**src/hw/pacd_pkg.sv**
```systemverilog
// How it works
// Measurement-length code 0..7 counts 1,2,4,8,32,64,128,256 reference divider cycles.
// Software picks a length code so each measurement lasts over 4 us.
// Software avoids length code 1 when the reference divider ratio is one.
// Calibration-disable bit 0 runs automatic calibration; 1 skips it entirely.
// Calibration clock is reference divided by 1, 4, 16 or 32; keep it <=50 MHz.
// Relock bit set gives exactly one relock attempt after lock loss; cleared gives none.
// Phase-select bit swaps phase detector polarity for negative-slope or inverting loops.
// Up output is driven only while its enable bit is set; resets to 1.
// Down output is driven only while its enable bit is set; resets to 1.
// Force-up holds up on unless force-down too; force-down likewise unless force-up.
// Force-mid-rail parks the pump only when neither force-up nor force-down is set.
// Software writes zeros to the two reserved bits above the down enable.
// Channel count 0 disables exact frequency, 1 is invalid, 2 and up are valid.
// Software loads comparison frequency over correction rate as an integer count.
// Exact frequency works only with modulator type B; otherwise count must be zero.
// Every field resets to its default and keeps the last written value.
package pacd_pkg;

  // ==========================================================================
  // Register map
  localparam int          ADDR_W     = 5;
  localparam int          DATA_W     = 24;
  localparam int          NUM_REGS   = 3;
  localparam logic [4:0]  ADDR_CAL   = 5'h0a;
  localparam logic [4:0]  ADDR_PD    = 5'h0b;
  localparam logic [4:0]  ADDR_EXACT = 5'h0c;
  localparam logic [1:0]  IDX_CAL    = 2'h0;
  localparam logic [1:0]  IDX_PD     = 2'h1;
  localparam logic [1:0]  IDX_EXACT  = 2'h2;
  localparam logic [1:0]  IDX_NONE   = 2'h3;
  localparam logic [23:0] RST_CAL    = 24'h002046;
  localparam logic [23:0] RST_PD     = 24'h078061;
  localparam logic [23:0] RST_EXACT  = 24'h000000;
  localparam logic [23:0] RST_TABLE [0:2] = '{RST_CAL, RST_PD, RST_EXACT};

  // ==========================================================================
  // Field layouts
  typedef struct packed {
    logic [5:0] rsvdHigh;
    logic       relockOnce;
    logic [1:0] rsvdMid;
    logic [1:0] calClockSel;
    logic       rsvdBit12;
    logic       calDisable;
    logic [7:0] rsvdLow;
    logic [2:0] measureLength;
  } pacd_cal_type;

  typedef struct packed {
    logic [11:0] rsvdHigh;
    logic        forceMidRail;
    logic        forceDown;
    logic        forceUp;
    logic [1:0]  rsvdMid;
    logic        downEnable;
    logic        upEnable;
    logic        phaseInvert;
    logic [3:0]  rsvdLow;
  } pacd_pd_type;

  // ==========================================================================
  // Timing and lookup constants
  localparam logic [8:0] MEAS_TABLE [0:7] = '{9'h001, 9'h002, 9'h004, 9'h008,
                                             9'h020, 9'h040, 9'h080, 9'h100};
  localparam logic [4:0] DIV_TABLE [0:3] = '{5'h00, 5'h03, 5'h0f, 5'h1f};
  localparam logic [23:0] CHAN_OFF     = 24'h000000;
  localparam logic [23:0] CHAN_INVALID = 24'h000001;
  localparam int CLK_PERIOD_NS   = 8;
  localparam int MEAS_MIN_NS     = 4000;
  localparam int MEAS_MIN_CYCLES = (MEAS_MIN_NS + CLK_PERIOD_NS - 1) / CLK_PERIOD_NS;
  localparam int CAL_CLK_MAX_MHZ = 50;

  // ==========================================================================
  // State encodings
  typedef enum logic [2:0] {
    RELOCK_LOCKED = 3'h1,
    RELOCK_TRYING = 3'h2,
    RELOCK_SPENT  = 3'h4
  } pacd_relock_type;

  typedef enum logic [1:0] {
    MEAS_IDLE  = 2'h1,
    MEAS_COUNT = 2'h2
  } pacd_meas_type;

endpackage

```
**src/hw/pacd_reg_store.sv**
```systemverilog
`timescale 1ns/1ns
module pacd_reg_store #(
  parameter int NUM_WORDS = 3
) (
  input  wire logic                            clk_sys,
  input  wire logic                            rst_b,
  input  wire logic                            wrEn,
  input  wire logic [1:0]                      wrIdx,
  input  wire logic [23:0]                     wrData,
  input  wire logic                            rdEn,
  input  wire logic [1:0]                      rdIdx,
  output logic      [23:0]                     rdData,
  output logic                                 rdValid,
  output logic      [NUM_WORDS*24-1:0]         words
);

  if (NUM_WORDS < 1 || NUM_WORDS > 3)
    $error("pacd_reg_store: NUM_WORDS must be 1 to 3");

  logic [23:0] word_reg  [0:NUM_WORDS-1];
  logic [23:0] word_next [0:NUM_WORDS-1];
  logic [23:0] rdData_reg;
  logic [23:0] rdData_next;
  logic        rdValid_reg;
  logic        rdValid_next;

  // ==========================================================================
  // Storage words
  for (genvar i = 0; i < NUM_WORDS; i++)
  begin : g_word
    always_comb
    begin
      word_next[i] = word_reg[i];
      if (wrEn && (wrIdx == 2'(i)))
        word_next[i] = wrData;
    end

    always_ff @(posedge clk_sys or negedge rst_b)
    begin
      if (!rst_b)
        word_reg[i] <= pacd_pkg::RST_TABLE[i];
      else
        word_reg[i] <= word_next[i];
    end

    assign words[i*24 +: 24] = word_reg[i];
  end

  // ==========================================================================
  // Registered read port; unmapped index reads zero
  always_comb
  begin
    rdValid_next = rdEn;
    rdData_next  = 24'h000000;
    for (int j = 0; j < NUM_WORDS; j++)
    begin
      if (rdEn && (rdIdx == j[1:0]))
        rdData_next = word_reg[j];
    end
  end

  always_ff @(posedge clk_sys or negedge rst_b)
  begin
    if (!rst_b)
    begin
      rdData_reg  <= 24'h000000;
      rdValid_reg <= 1'b0;
    end
    else
    begin
      rdData_reg  <= rdData_next;
      rdValid_reg <= rdValid_next;
    end
  end

  assign rdData  = rdData_reg;
  assign rdValid = rdValid_reg;

endmodule

```
**src/hw/pacd_config.sv**
```systemverilog
`timescale 1ns/1ns
module pacd_config (
  input  wire logic        clk_sys,
  input  wire logic        rst_b,
  input  wire logic        regWrEn,
  input  wire logic        regRdEn,
  input  wire logic [4:0]  regAddr,
  input  wire logic [23:0] regWrData,
  output logic      [23:0] regRdData,
  output logic             regRdValid,
  input  wire logic        pfdUpRaw,
  input  wire logic        pfdDownRaw,
  input  wire logic        lockLost,
  input  wire logic        lockRegained,
  input  wire logic        measStart,
  input  wire logic        refDivTick,
  input  wire logic        modulatorTypeB,
  output logic             detectorUpOutput,
  output logic             detectorDownOutput,
  output logic             pumpMidRail,
  output logic             calClockTick,
  output logic             calEnable,
  output logic             measBusy,
  output logic             measDone,
  output logic             relockRequest,
  output logic             exactFreqEnable,
  output logic             exactFreqInvalid,
  output logic      [23:0] channelCount
);

  // ==========================================================================
  // Address decode and register store
  logic [1:0]  regIdx;
  logic [71:0] words;
  always_comb
  begin
    case (regAddr)
      pacd_pkg::ADDR_CAL:   regIdx = pacd_pkg::IDX_CAL;
      pacd_pkg::ADDR_PD:    regIdx = pacd_pkg::IDX_PD;
      pacd_pkg::ADDR_EXACT: regIdx = pacd_pkg::IDX_EXACT;
      default:              regIdx = pacd_pkg::IDX_NONE;
    endcase
  end
  // Writes to unmapped addresses are dropped by the store's index check
  pacd_reg_store #(
    .NUM_WORDS (pacd_pkg::NUM_REGS)
  ) u_store (
    .clk_sys (clk_sys),
    .rst_b   (rst_b),
    .wrEn    (regWrEn),
    .wrIdx   (regIdx),
    .wrData  (regWrData),
    .rdEn    (regRdEn),
    .rdIdx   (regIdx),
    .rdData  (regRdData),
    .rdValid (regRdValid),
    .words   (words)
  );
  pacd_pkg::pacd_cal_type calCfg;
  pacd_pkg::pacd_pd_type  pdCfg;
  logic [23:0]            chanCfg;
  assign calCfg  = pacd_pkg::pacd_cal_type'(words[0 +: 24]);
  assign pdCfg   = pacd_pkg::pacd_pd_type'(words[24 +: 24]);
  assign chanCfg = words[48 +: 24];

  // ==========================================================================
  // Calibration clock divider
  logic [4:0] divCnt_reg;
  logic [4:0] divCnt_next;
  logic       calClockTick_reg;
  logic       calClockTick_next;
  logic       calEnable_reg;
  logic       calEnable_next;
  always_comb
  begin
    calEnable_next    = ~calCfg.calDisable;
    calClockTick_next = 1'b0;
    divCnt_next       = divCnt_reg + 5'h01;
    // A shrinking divisor mid-count restarts cleanly instead of wrapping
    if (divCnt_reg >= pacd_pkg::DIV_TABLE[calCfg.calClockSel])
    begin
      divCnt_next       = 5'h00;
      calClockTick_next = 1'b1;
    end
  end

  always_ff @(posedge clk_sys or negedge rst_b)
  begin
    if (!rst_b)
    begin
      divCnt_reg       <= 5'h00;
      calClockTick_reg <= 1'b0;
      calEnable_reg    <= 1'b0;
    end
    else
    begin
      divCnt_reg       <= divCnt_next;
      calClockTick_reg <= calClockTick_next;
      calEnable_reg    <= calEnable_next;
    end
  end

  // ==========================================================================
  // Frequency measurement window
  pacd_pkg::pacd_meas_type measState_reg;
  pacd_pkg::pacd_meas_type measState_next;
  logic [8:0]              measCnt_reg;
  logic [8:0]              measCnt_next;
  logic [8:0]              measTarget_reg;
  logic [8:0]              measTarget_next;
  logic                    measDone_reg;
  logic                    measDone_next;
  logic                    measBusy_reg;
  logic                    measBusy_next;
  always_comb
  begin
    measState_next  = measState_reg;
    measCnt_next    = measCnt_reg;
    measTarget_next = measTarget_reg;
    measDone_next   = 1'b0;
    case (measState_reg)
      pacd_pkg::MEAS_IDLE:
      begin
        // Disabled calibration never opens a window
        if (measStart && !calCfg.calDisable)
        begin
          measTarget_next = pacd_pkg::MEAS_TABLE[calCfg.measureLength];
          measCnt_next    = 9'h000;
          measState_next  = pacd_pkg::MEAS_COUNT;
        end
      end
      pacd_pkg::MEAS_COUNT:
      begin
        if (refDivTick)
        begin
          measCnt_next = measCnt_reg + 9'h001;
          if (measCnt_next == measTarget_reg)
          begin
            measDone_next  = 1'b1;
            measState_next = pacd_pkg::MEAS_IDLE;
          end
        end
      end
      default: measState_next = pacd_pkg::MEAS_IDLE;
    endcase
    measBusy_next = (measState_next == pacd_pkg::MEAS_COUNT);
  end

  always_ff @(posedge clk_sys or negedge rst_b)
  begin
    if (!rst_b)
    begin
      measState_reg  <= pacd_pkg::MEAS_IDLE;
      measCnt_reg    <= 9'h000;
      measTarget_reg <= 9'h000;
      measDone_reg   <= 1'b0;
      measBusy_reg   <= 1'b0;
    end
    else
    begin
      measState_reg  <= measState_next;
      measCnt_reg    <= measCnt_next;
      measTarget_reg <= measTarget_next;
      measDone_reg   <= measDone_next;
      measBusy_reg   <= measBusy_next;
    end
  end

  // ==========================================================================
  // Relock: one attempt per loss of lock
  pacd_pkg::pacd_relock_type relockState_reg;
  pacd_pkg::pacd_relock_type relockState_next;
  logic                      relockRequest_reg;
  logic                      relockRequest_next;
  always_comb
  begin
    relockState_next   = relockState_reg;
    relockRequest_next = 1'b0;
    case (relockState_reg)
      pacd_pkg::RELOCK_LOCKED:
      begin
        if (lockLost && calCfg.relockOnce)
        begin
          relockRequest_next = 1'b1;
          relockState_next   = pacd_pkg::RELOCK_TRYING;
        end
        else if (lockLost)
          relockState_next = pacd_pkg::RELOCK_SPENT;
      end
      pacd_pkg::RELOCK_TRYING:
      begin
        // A second failure during the attempt is not retried
        if (lockRegained)
          relockState_next = pacd_pkg::RELOCK_LOCKED;
        else if (lockLost)
          relockState_next = pacd_pkg::RELOCK_SPENT;
      end
      pacd_pkg::RELOCK_SPENT:
      begin
        if (lockRegained)
          relockState_next = pacd_pkg::RELOCK_LOCKED;
      end
      default: relockState_next = pacd_pkg::RELOCK_LOCKED;
    endcase
  end

  always_ff @(posedge clk_sys or negedge rst_b)
  begin
    if (!rst_b)
    begin
      relockState_reg   <= pacd_pkg::RELOCK_LOCKED;
      relockRequest_reg <= 1'b0;
    end
    else
    begin
      relockState_reg   <= relockState_next;
      relockRequest_reg <= relockRequest_next;
    end
  end

  // ==========================================================================
  // Phase detector, charge pump and exact frequency outputs
  logic        pdUp;
  logic        pdDown;
  logic        forceUpOnly;
  logic        forceDownOnly;
  logic        midRail;
  logic        upOut_next;
  logic        downOut_next;
  logic        upOut_reg;
  logic        downOut_reg;
  logic        midRail_reg;
  logic        exactEn_next;
  logic        exactBad_next;
  logic        exactEn_reg;
  logic        exactBad_reg;
  logic [23:0] chan_reg;
  always_comb
  begin
    pdUp          = pdCfg.phaseInvert ? pfdDownRaw : pfdUpRaw;
    pdDown        = pdCfg.phaseInvert ? pfdUpRaw : pfdDownRaw;
    forceUpOnly   = pdCfg.forceUp & ~pdCfg.forceDown;
    forceDownOnly = pdCfg.forceDown & ~pdCfg.forceUp;
    midRail       = pdCfg.forceMidRail & ~pdCfg.forceUp & ~pdCfg.forceDown;
    upOut_next    = 1'b0;
    downOut_next  = 1'b0;
    if (forceUpOnly)
      upOut_next = 1'b1;
    else if (forceDownOnly)
      downOut_next = 1'b1;
    else if (!midRail)
    begin
      upOut_next   = pdUp;
      downOut_next = pdDown;
    end
    // Enables gate forced levels too, so a disabled side stays quiet
    upOut_next   = upOut_next & pdCfg.upEnable;
    downOut_next = downOut_next & pdCfg.downEnable;
    exactBad_next = (chanCfg == pacd_pkg::CHAN_INVALID);
    // Only active with modulator type B and a valid count
    exactEn_next  = modulatorTypeB && (chanCfg != pacd_pkg::CHAN_OFF) && !exactBad_next;
  end

  always_ff @(posedge clk_sys or negedge rst_b)
  begin
    if (!rst_b)
    begin
      upOut_reg   <= 1'b0;
      downOut_reg <= 1'b0;
      midRail_reg <= 1'b0;
      exactEn_reg  <= 1'b0;
      exactBad_reg <= 1'b0;
      chan_reg     <= pacd_pkg::RST_EXACT;
    end
    else
    begin
      upOut_reg   <= upOut_next;
      downOut_reg <= downOut_next;
      midRail_reg <= midRail;
      exactEn_reg  <= exactEn_next;
      exactBad_reg <= exactBad_next;
      chan_reg     <= chanCfg;
    end
  end

  assign calClockTick       = calClockTick_reg;
  assign calEnable          = calEnable_reg;
  assign measBusy           = measBusy_reg;
  assign measDone           = measDone_reg;
  assign relockRequest      = relockRequest_reg;
  assign detectorUpOutput   = upOut_reg;
  assign detectorDownOutput = downOut_reg;
  assign pumpMidRail        = midRail_reg;
  assign exactFreqEnable    = exactEn_reg;
  assign exactFreqInvalid   = exactBad_reg;
  assign channelCount       = chan_reg;

endmodule

```
**config.mk**
```make
export PLATFORM = sky130hd
export DESIGN_NAME = pacd_config
export DESIGN_NICKNAME = d
export VERILOG_FILES = /design/src/hw/pacd_pkg.sv /design/src/hw/pacd_reg_store.sv /design/src/hw/pacd_config.sv
export SDC_FILE = /design/constraint.sdc
export NUM_CORES = 1
export LEC_CHECK = 0
export ABC_AREA = 1
export BUFFER_PORTS_ARGS = -buffer_cell sky130_fd_sc_hd__clkbuf_2
export CORE_MARGIN = 3
export CORE_UTILIZATION = 61
export DETAILED_ROUTE_END_ITERATION = 10
export PLACE_DENSITY = 0.91
export SETUP_SLACK_MARGIN = 0.2
export SYNTH_ARGS = -nofsm -noshare
export SYNTH_HDL_FRONTEND = slang
export SYNTH_SLANG_ARGS = --single-unit
```
**constraint.sdc**
```tcl
create_clock -name clk_sys -period 4.4 [get_ports clk_sys]
set_input_delay 0.66 -clock clk_sys [delete_from_list [all_inputs] [get_ports clk_sys]]
set_output_delay 0.66 -clock clk_sys [all_outputs]
set_load 0.02 [all_outputs]
```
==> metrics.yaml, run 1 <==
first_iter_violations: 396
portBuffers: 98
drc_errors: 0
finalCritPeriodShare_pct: 44.7
cts.sinks: 158
cp.arrival_ns: 2.36
start_util_pct: 64.0
layout.nets: 829
setup_violations: 0
drv_cap: 0
relSlewSlack_pct: 23.5
stdcell_area_um2: 7600
grt.total_usage_pct: 28.7
gr-total-overflow: 0
holdCritPathClass: "primary input to async pin"
area_growth_pct: 18.8
num_rows: 36
hold_violations: 0
yosys-top-cells-area: "dfrtp_1, nand2_1, o21ai_0"
antennaDiodeCount: 0
fin_ws_ns: 2.44
largest_reg_flops: 72
ant_nets: 0
synth_cell_types: 33
peakVddDrop_mv: 0.434
fin_crit_ns: 1.96
power_density_nw_per_um2: 541
cts_setup_buffers: 0
worstSkewPairLatency_ns: 0.53
cts_resized: 0
cts_tree: "yes"
path_class: "flop to flop"
num_vias: 5341
routed_wl_mm: 15.8
wl_per_cell_um: 17.0
fp.dieArea_um2: 11800
layout-drive-gt1-share_pct: 20.8
status: "complete, no violations"
fmax_mhz: 509
drt-pass1-iter-count: 9
synth_edf_count: 0
yosysWarnings: 0
multi_input_area_um2: 2030
synth_cells: 681
post-place-ws_ns: 2.05
cts_buffers: 17
via_per_inst: 5.77
finalSetupTns_ns: 0
grt_pass1_vias: 5403
yosysMostFrequentCell: "nand2_1"
htree_levels: 4
grt_start_max_net_pins: 104
netlist.top_cell.by_area: "dfrtp_1"
synth_common_cells: "nand2_1, dfrtp_1, o21ai_0"
synth_top_area_share_pct: 56.7
rsz0062_at_grt: "false"
final_util_pct: 76.1
grt_pass1_wl_mm: 25.8
synth_area_per_cell_um2: 9.40
dp_hpwl_mm: 9.84
cp-end-kind: "flop"
cts-root-buf: "clkbuf_8"
finClkSkew_ns: 0.0105
antenna_found_initial: 0
synth_area_um2: 6400
start_kind: "flop"
place_area_um2: 7000
worstMarginPinSlew_ns: 1.15
num-fill-cells: 634
clock_path_buffers: 2
clk_pin_slew_ns: 0.06
coreArea_um2: 10000
whs_ns: 0.227
leakagePower_nw: 3.94
cp_max_fo: 8
synthArstFlopShare_pct: 100
fin_total_pwr_mw: 4.12
finalMaxSlewViolations: 0
cp.required_ns: 4.79
cts_hold_buffers: 0
synth-main-ff-cell: "dfrtp_1"
place.gp.congestion: 0.847
fin_cells: 926
synth_nets: 730
pin_count: 99
ys_seq_area_share_pct: 62.0
ys_ff_latch: 158
die_h_um: 108
place_inst: 894
die_w_um: 108
regArea_um2: 3970
[cell families (layout without fill, tap and decap cells)]
kind of cell	count (synthesis)	after routing	synth area share [%]
compound gates	108	108	8.99
xor+xnor	4	4	0.547
fa+ha+maj	9	9	1.76
buf+inv	103	215	6.33
flops	158	158	62.0
simple gates	299	299	20.4
[report_power, final]
group          internal, mW  switching (mW)  leakage [nW]
sequential             1.72           0.198          2.05
combinational         0.246           0.467          1.59
clock                 0.900           0.587         0.292
[final timing paths]
check	from	endpoint	slack (ns)	depth (start not counted)
setup / recovery	measState_reg[0]$_DFF_PN1_	measCnt_reg[0]$_DFFE_PN0P_	2.44	8
hold / removal	rst_b	relockState_reg[1]$_DFFE_PN0P_	0.23	1
setup reg to reg	measState_reg[0]$_DFF_PN1_	measCnt_reg[0]$_DFFE_PN0P_	2.44	8
hold reg to reg	u_store.words[48]$_DFFE_PN0P_	channelCount[0]$_DFF_PN0_	0.44	0
max in group asynchronous	rst_b	u_store.words[2]$_DFFE_PN1P_	3.18	2
min in group clk_sys	regRdEn	u_store.rdValid$_DFF_PN0_	0.30	1
[critical path: stages, from the launching register on]
cell and delay [ns]:
dfstp_2 0.55, inv_1 0.05, ha_1 0.25, inv_1 0.08
nand2_1 0.07, o21ai_1 0.54, inv_1 0.12, nand2_1 0.09
o21ai_0 0.08
[layer usage]
layer	global-route usage (%)	part of all wire (%)	up-vias	wire length (µm)
met5	0	0	-	0
met4	12.6	2.9	0	457
met3	6.57	7.2	49	1130
met1	35.8	39	2606	6180
li1	-	-	2393	-
met2	48.1	51	293	8000
[placed cells by master (no fill, tap or decap), types with 5 or more instances in the layout]
| master | count |
|---|---|
| dfrtp_1 | 145 |
| a21oi_1 | 6 |
| inv_1 | 78 |
| nor4_1 | 6 |
| clkbuf_2 | 97 |
| clkbuf_16 | 16 |
| nor2_1 | 21 |
| o22ai_1 | 8 |
| nand4_1 | 12 |
| o21ai_0 | 84 |
| buf_4 | 5 |
| dfstp_2 | 13 |
| ha_1 | 9 |
| nand3_1 | 43 |
| nand2_1 | 197 |
[area by class of cell]
cell class | count | area share, %
timing repair buffer | 103 | 7.03
inverter | 80 | 3.95
clock buffer | 20 | 5.86
clock inverter | 12 | 2.09
multi-input combinational | 420 | 26.7
sequential | 158 | 52.2
tap | 133 | 2.19
Power figures use the tool's default switching activity.
==> run 2: changes to the inputs <==
Settings changed: CORE_UTILIZATION 61 to 51, PLACE_DENSITY 0.91 to 0.82.
Clock period 4.4 ns to 1.6 ns, I/O delays scaled along.
==> metrics.yaml, run 2 (same netlist as run 1, synthesis figures left out) <==
area_growth_pct: 27.3
die_h_um: 118  # +8.8%
power_density_nw_per_um2: 1460  # +170%
finalMaxSlewViolations: 0  # unchanged
clock_path_buffers: 2  # unchanged
post-place-ws_ns: -0.0374  # -2.09 ns
num_rows: 40  # +11%
hold_violations: 0  # unchanged
whs_ns: 0.0269  # -0.200 ns
finalCritPeriodShare_pct: 106  # +61 points
cp.required_ns: 1.91  # -2.88 ns
routed_wl_mm: 14.6  # -7.3%
coreArea_um2: 12200  # +22%
die_w_um: 118  # +8.8%
place.gp.congestion: 0.830  # -2.0%
relSlewSlack_pct: 73.2  # +50 points
fin_cells: 985  # +6.4%
htree_levels: 4  # unchanged
rsz0062_at_grt: "true"
grt_pass1_wl_mm: 24.0  # -6.9%
drt-pass1-iter-count: 6  # -3
place_inst: 942  # +5.4%
place_area_um2: 7270  # +3.9%
worstSkewPairLatency_ns: 0.42  # -0.11 ns
wl_per_cell_um: 14.8  # -13%
finClkSkew_ns: 0.00489  # -0.00565 ns
peakVddDrop_mv: 1.20  # +180%
grt_start_max_net_pins: 50  # -52%
cp_max_fo: 2  # -6
cts_tree: "yes"
gr-total-overflow: 0  # unchanged
clk_pin_slew_ns: 0.06  # about the same
final_cell_mix: "nand2_1, dfrtp_1, clkbuf_2"
fin_crit_ns: 1.69  # -0.277 ns
cp-end-kind: "flop"
num_vias: 5098  # -4.5%
cp.arrival_ns: 1.99  # -0.37 ns
cts.sinks: 158  # unchanged
violations: "setup timing"
start_kind: "flop"
start_util_pct: 52.6  # -11 points
grt.total_usage_pct: 21.7  # -7.0 points
first_iter_violations: 317  # -20%
status: "finished, violations left"
stdcell_area_um2: 8150  # +7.1%
final_common_cell: "nand2_1"
layout-drive-gt1-share_pct: 26.1  # +5.3 points
path_class: "flop to flop"
ant_nets: 0  # unchanged
largest_reg_flops: 72  # unchanged
drv_cap: 0  # unchanged
antennaDiodeCount: 0  # unchanged
multi_input_area_um2: 2200  # +8.4%
leakagePower_nw: 4.12  # +4.6%
cts-root-buf: "clkbuf_16"
fmax_mhz: 592  # +16%
cts_buffers: 17  # unchanged
grt_pass1_vias: 4925  # -8.8%
antenna_found_initial: 0  # unchanged
dp_hpwl_mm: 9.38  # -4.7%
worstMarginPinSlew_ns: 0.399  # -0.747 ns
fp.dieArea_um2: 13900  # +18%
portBuffers: 98  # unchanged
fin_ws_ns: -0.0881  # -2.52 ns
pin_count: 99  # unchanged
fin_total_pwr_mw: 11.9  # +190%
regArea_um2: 3970  # unchanged
num-fill-cells: 912  # +44%
setup_violations: 2  # +2
via_per_inst: 5.18  # -10%
layout.nets: 853  # +2.9%
drc_errors: 0  # unchanged
holdCritPathClass: "primary input to flop"
-- run 2: cell count changes in the layout (fill, tap and decap cells not counted), sizes merged --
cell         before  now
inv              83   81
clkinvlp          2    3
clkinv            4    2
dlygate4sd3       0    2
buf               6   28
clkbuf          117  120
-- run 2: where the power goes --
| group | switching (mW) | internal, mW |
|---|---|---|
| sequential | 0.498 | 4.72 |
| clock | 1.55 | 2.54 |
| combinational | 1.48 | 1.06 |
-- run 2: area by class of cell --
type	instances	area share (%)
flip-flops and latches	158	48.7
clock buffers	23	5.74
well taps	168	2.58
repair buffers	127	10.5
multi-input cells	420	27.0
inverters	80	3.78
clock inverters	9	1.66
-- run 2: per-layer routing --
metal  GRT usage (%)  vias up  part of all wire [%]
li1                -     2443                     -
met1            28.3     2483                    43
met2            35.8      148                    50
met3            4.66       24                   4.7
met4            8.13        0                   1.8
met5               0        -                     0
-- run 2: final timing paths --
path,startpoint,end,slack (ns),cells past startpoint
max,measCnt_reg[0]$_DFFE_PN0P_,measState_reg[1]$_DFF_PN0_,-0.09,10
min,modulatorTypeB,exactFreqEnable$_DFF_PN0_,0.03,3
max reg2reg,measCnt_reg[0]$_DFFE_PN0P_,measState_reg[1]$_DFF_PN0_,-0.09,10
min reg2reg,u_store.words[52]$_DFFE_PN0P_,channelCount[4]$_DFF_PN0_,0.43,0
max in group asynchronous,rst_b,u_store.words[13]$_DFFE_PN1P_,0.71,3
min in group asynchronous,rst_b,measCnt_reg[0]$_DFFE_PN0P_,0.28,2
-- run 2: repair_timing --
item / CTS / global route
hold endpoints to repair: 29 / 0
pin swaps: 4 / 6
buffers inserted: 4 / 5
endpoints found under the setup margin: 20 / 29
hold buffers: 2 / 0
gates resized for setup: 16 / 23
-- run 2: through the flow --
stage	setup TNS [ns]	util (%)
floorplan	0	-
detailed placement	-0.0902	59.8
global placement	0	59.8
CTS	-0.0980	65.8
global route	-1.04	67.0
finish	-0.175	67.0
-- run 2: worst max-delay path, cell delays in order, from the launching register on --
cell	delay [ns]
dfrtp_1	0.41
ha_4	0.29
inv_2	0.04
a21boi_2	0.11
nand3_1	0.07
nor2_1	0.09
nand3_1	0.11
nor2_4	0.14
nand3_2	0.09
a21oi_2	0.17
nor2_1	0.06
==> run 3: changes to the inputs <==
Settings changed: ABC_AREA 1 to unset.
==> metrics.yaml, run 3 <==
synth_cells: 497  # -27%
multi_input_area_um2: 2700  # +23%
antenna_found_initial: 0  # unchanged
grt.busiest_layer: "met2"
holdCritPathClass: "primary input to flop"
area_growth_pct: 32.9
coreArea_um2: 12200  # +0.41%
via_per_inst: 5.73  # +11%
grt.total_usage_pct: 23.2  # +1.5 points
die_h_um: 119  # +0.52%
hold_violations: 0  # unchanged
status: "finished, violations left"
finalSetupTns_ns: -1.65  # -1.48 ns
final_common_cell: "dfrtp_1"
antennaDiodeCount: 0  # unchanged
clock_path_buffers: 2  # unchanged
internal_power_mw: 8.49  # +2.0%
netlist.top_cell.by_area: "dfrtp_1"
layout.nets: 691  # -19%
path_cells: "or2_4 > inv_1 > ha_1 > a21o_1 > a21o_1 > a21o_4 > a21o_1"
worstSkewPairLatency_ns: 0.42  # about the same
fin_cells: 823  # -16%
critPathMaxStageDelay_ns: 0.53  # +0.12 ns
clockPowerShare_pct: 31.5  # -3.0 points
crit_top_cell: "a21o_1"
routed_wl_mm: 15.9  # +9.2%
cp-end-kind: "flop"
grt_pass1_wl_mm: 25.5  # +6.2%
drv_cap: 0  # unchanged
synthArstFlopShare_pct: 100  # unchanged
num-fill-cells: 832  # -8.8%
post-place-ws_ns: -0.244  # -0.206 ns
synth_nets: 546  # -25%
synth_cell_types: 55  # +67%
p_comb_share_pct: 24.2  # +2.7 points
path_class: "flop to flop"
power_density_nw_per_um2: 1410  # -2.8%
fin_ws_ns: -0.191  # -0.103 ns
cp_max_fo: 6  # +4
synth_area_per_cell_um2: 13.0  # +39%
wl_per_cell_um: 19.4  # +31%
ys_seq_area_share_pct: 61.3  # -0.67 points
synth_top_area_share_pct: 56.1  # -0.61 points
first_iter_violations: 414  # +31%
cp.arrival_ns: 2.10  # +0.11 ns
fp.dieArea_um2: 14100  # +1.0%
rsz0062_at_grt: "true"
peakVddDrop_mv: 1.02  # -15%
dp_hpwl_mm: 10.2  # +8.4%
cts.sinks: 158  # unchanged
synth_area_um2: 6470  # +1.1%
grt_use_met1_pct: 29.4  # +1.1 points
grt_pass1_vias: 4976  # +1.0%
cts_tree: "yes"
slowest_stage: "dfstp_2"
finalMaxSlewViolations: 0  # unchanged
die_w_um: 119  # +0.52%
netSwitchingPower_mw: 3.68  # +4.0%
worst-path-buf-inv: 1  # unchanged
use_met2_pct: 38.4  # +2.6 points
finClkSkew_ns: 0.00720  # +0.00231 ns
synth_common_cells: "dfrtp_1, mux2_2, inv_1"
ys_ff_latch: 158  # unchanged
cts-root-buf: "clkbuf_16"
synth_edf_count: 0  # unchanged
final_util_pct: 70.5  # +3.5 points
yosys-top-cells-area: "dfrtp_1, mux2_2, dfstp_2"
drc_errors: 0  # unchanged
grt_start_max_net_pins: 54  # +8.0%
seq_power_share_pct: 44.3  # +0.3 points
num_vias: 4714  # -7.5%
place.gp.congestion: 0.844  # +1.7%
fin_crit_ns: 1.79  # +0.103 ns
start_util_pct: 53.0  # +0.36 points
met3_usage_pct: 6.08  # +1.4 points
start_kind: "flop"
num_rows: 40  # unchanged
regArea_um2: 3980  # +0.13%
yosysWarnings: 0  # unchanged
relSlewSlack_pct: 71.2  # -2.0 points
leakagePower_nw: 4.28  # +3.8%
final_cell_mix: "dfrtp_1, clkbuf_2, mux2_2"
drt-pass1-iter-count: 8  # +2
cts_buffers: 17  # unchanged
layout-drive-gt1-share_pct: 48.1  # +22 points
worstMarginPinSlew_ns: 0.426  # +0.0275 ns
htree_levels: 4  # unchanged
yosysMostFrequentCell: "dfrtp_1"
pin_count: 99  # unchanged
finalCritPeriodShare_pct: 112  # +6.4 points
largest_reg_flops: 72  # unchanged
gr-total-overflow: 0  # unchanged
clk_pin_slew_ns: 0.06  # about the same
fmax_mhz: 558  # -5.8%
synth-main-ff-cell: "dfrtp_1"
setup_violations: 12  # +10
cp.required_ns: 1.91  # about the same
ant_nets: 0  # unchanged
portBuffers: 98  # unchanged
place_inst: 775  # -18%
switching_share_pct: 30.2  # +0.42 points
crit_family: "compound AO/OA/AOI/OAI gates"
fin_total_pwr_mw: 12.2  # +2.6%
violations: "setup timing"
==> run 3: area by class of cell <==
| cell class | count | area share [%] |
|---|---|---|
| multi-input combinational | 282 | 31.4 |
| clock inverter | 10 | 1.31 |
| tap | 168 | 2.44 |
| clock buffer | 22 | 5.16 |
| inverter | 36 | 1.60 |
| sequential | 158 | 46.2 |
| timing repair buffer | 147 | 11.9 |
==> run 3: worst paths after layout <==
path | startpoint | to | slack, ns | cells past startpoint
max | u_store.words[13]$_DFFE_PN1P_ | calClockTick$_DFF_PN0_ | -0.19 | 7
min | modulatorTypeB | exactFreqEnable$_DFF_PN0_ | 0.06 | 2
max reg2reg | u_store.words[13]$_DFFE_PN1P_ | calClockTick$_DFF_PN0_ | -0.19 | 7
min reg2reg | u_store.words[53]$_DFFE_PN0P_ | channelCount[5]$_DFF_PN0_ | 0.44 | 0
max in group asynchronous | rst_b | u_store.words[6]$_DFFE_PN1P_ | 0.66 | 3
min in group asynchronous | rst_b | channelCount[3]$_DFF_PN0_ | 0.24 | 2
==> run 3: routing by layer <==
metal / part of all wire, % / wire, µm / vias to the layer above
li1: - / - / 2097
met1: 40 / 6370 / 2420
met2: 52 / 8220 / 172
met3: 6.5 / 1040 / 25
met4: 2.0 / 311 / 0
met5: 0 / 0 / -
==> run 3: timing repair <==
action                     CTS  global route
pin swaps                   14            13
setup endpoints to repair   27            27
hold buffers                 2             0
resized for setup           44            21
setup buffers               11             2
hold endpoints to repair   114             0
cloned                       1             0
==> run 3: power by group through the flow <==
stage | clock network (mW) | logic, mW | registers [mW]
after detailed placement | 0 | 2.48 | 5.40
final | 3.84 | 2.94 | 5.39
after global routing | 4.08 | 3.20 | 5.47
after floorplan | 0 | 1.50 | 5.45
after global placement | 0 | 2.37 | 5.34
after CTS | 3.90 | 2.83 | 5.35
==> run 3: logic make-up after synthesis <==
family,synth area share [%]
buffers and inverters,3.85
XOR/XNOR,1.86
AO/OA/AOI/OAI,9.84
adder cells (fa/ha/maj),1.74
AND/OR/NAND/NOR,8.93
flip-flops,61.3
multiplexers,12.4
==> run 3: through the flow <==
step                hold slack, ns  instance area, µm²
floorplan                  -0.0556                6700
global placement            0.0990                7630
detailed placement           0.106                7630
CTS                         0.0370                8490
global route                0.0426                8600
finish                      0.0554                8600
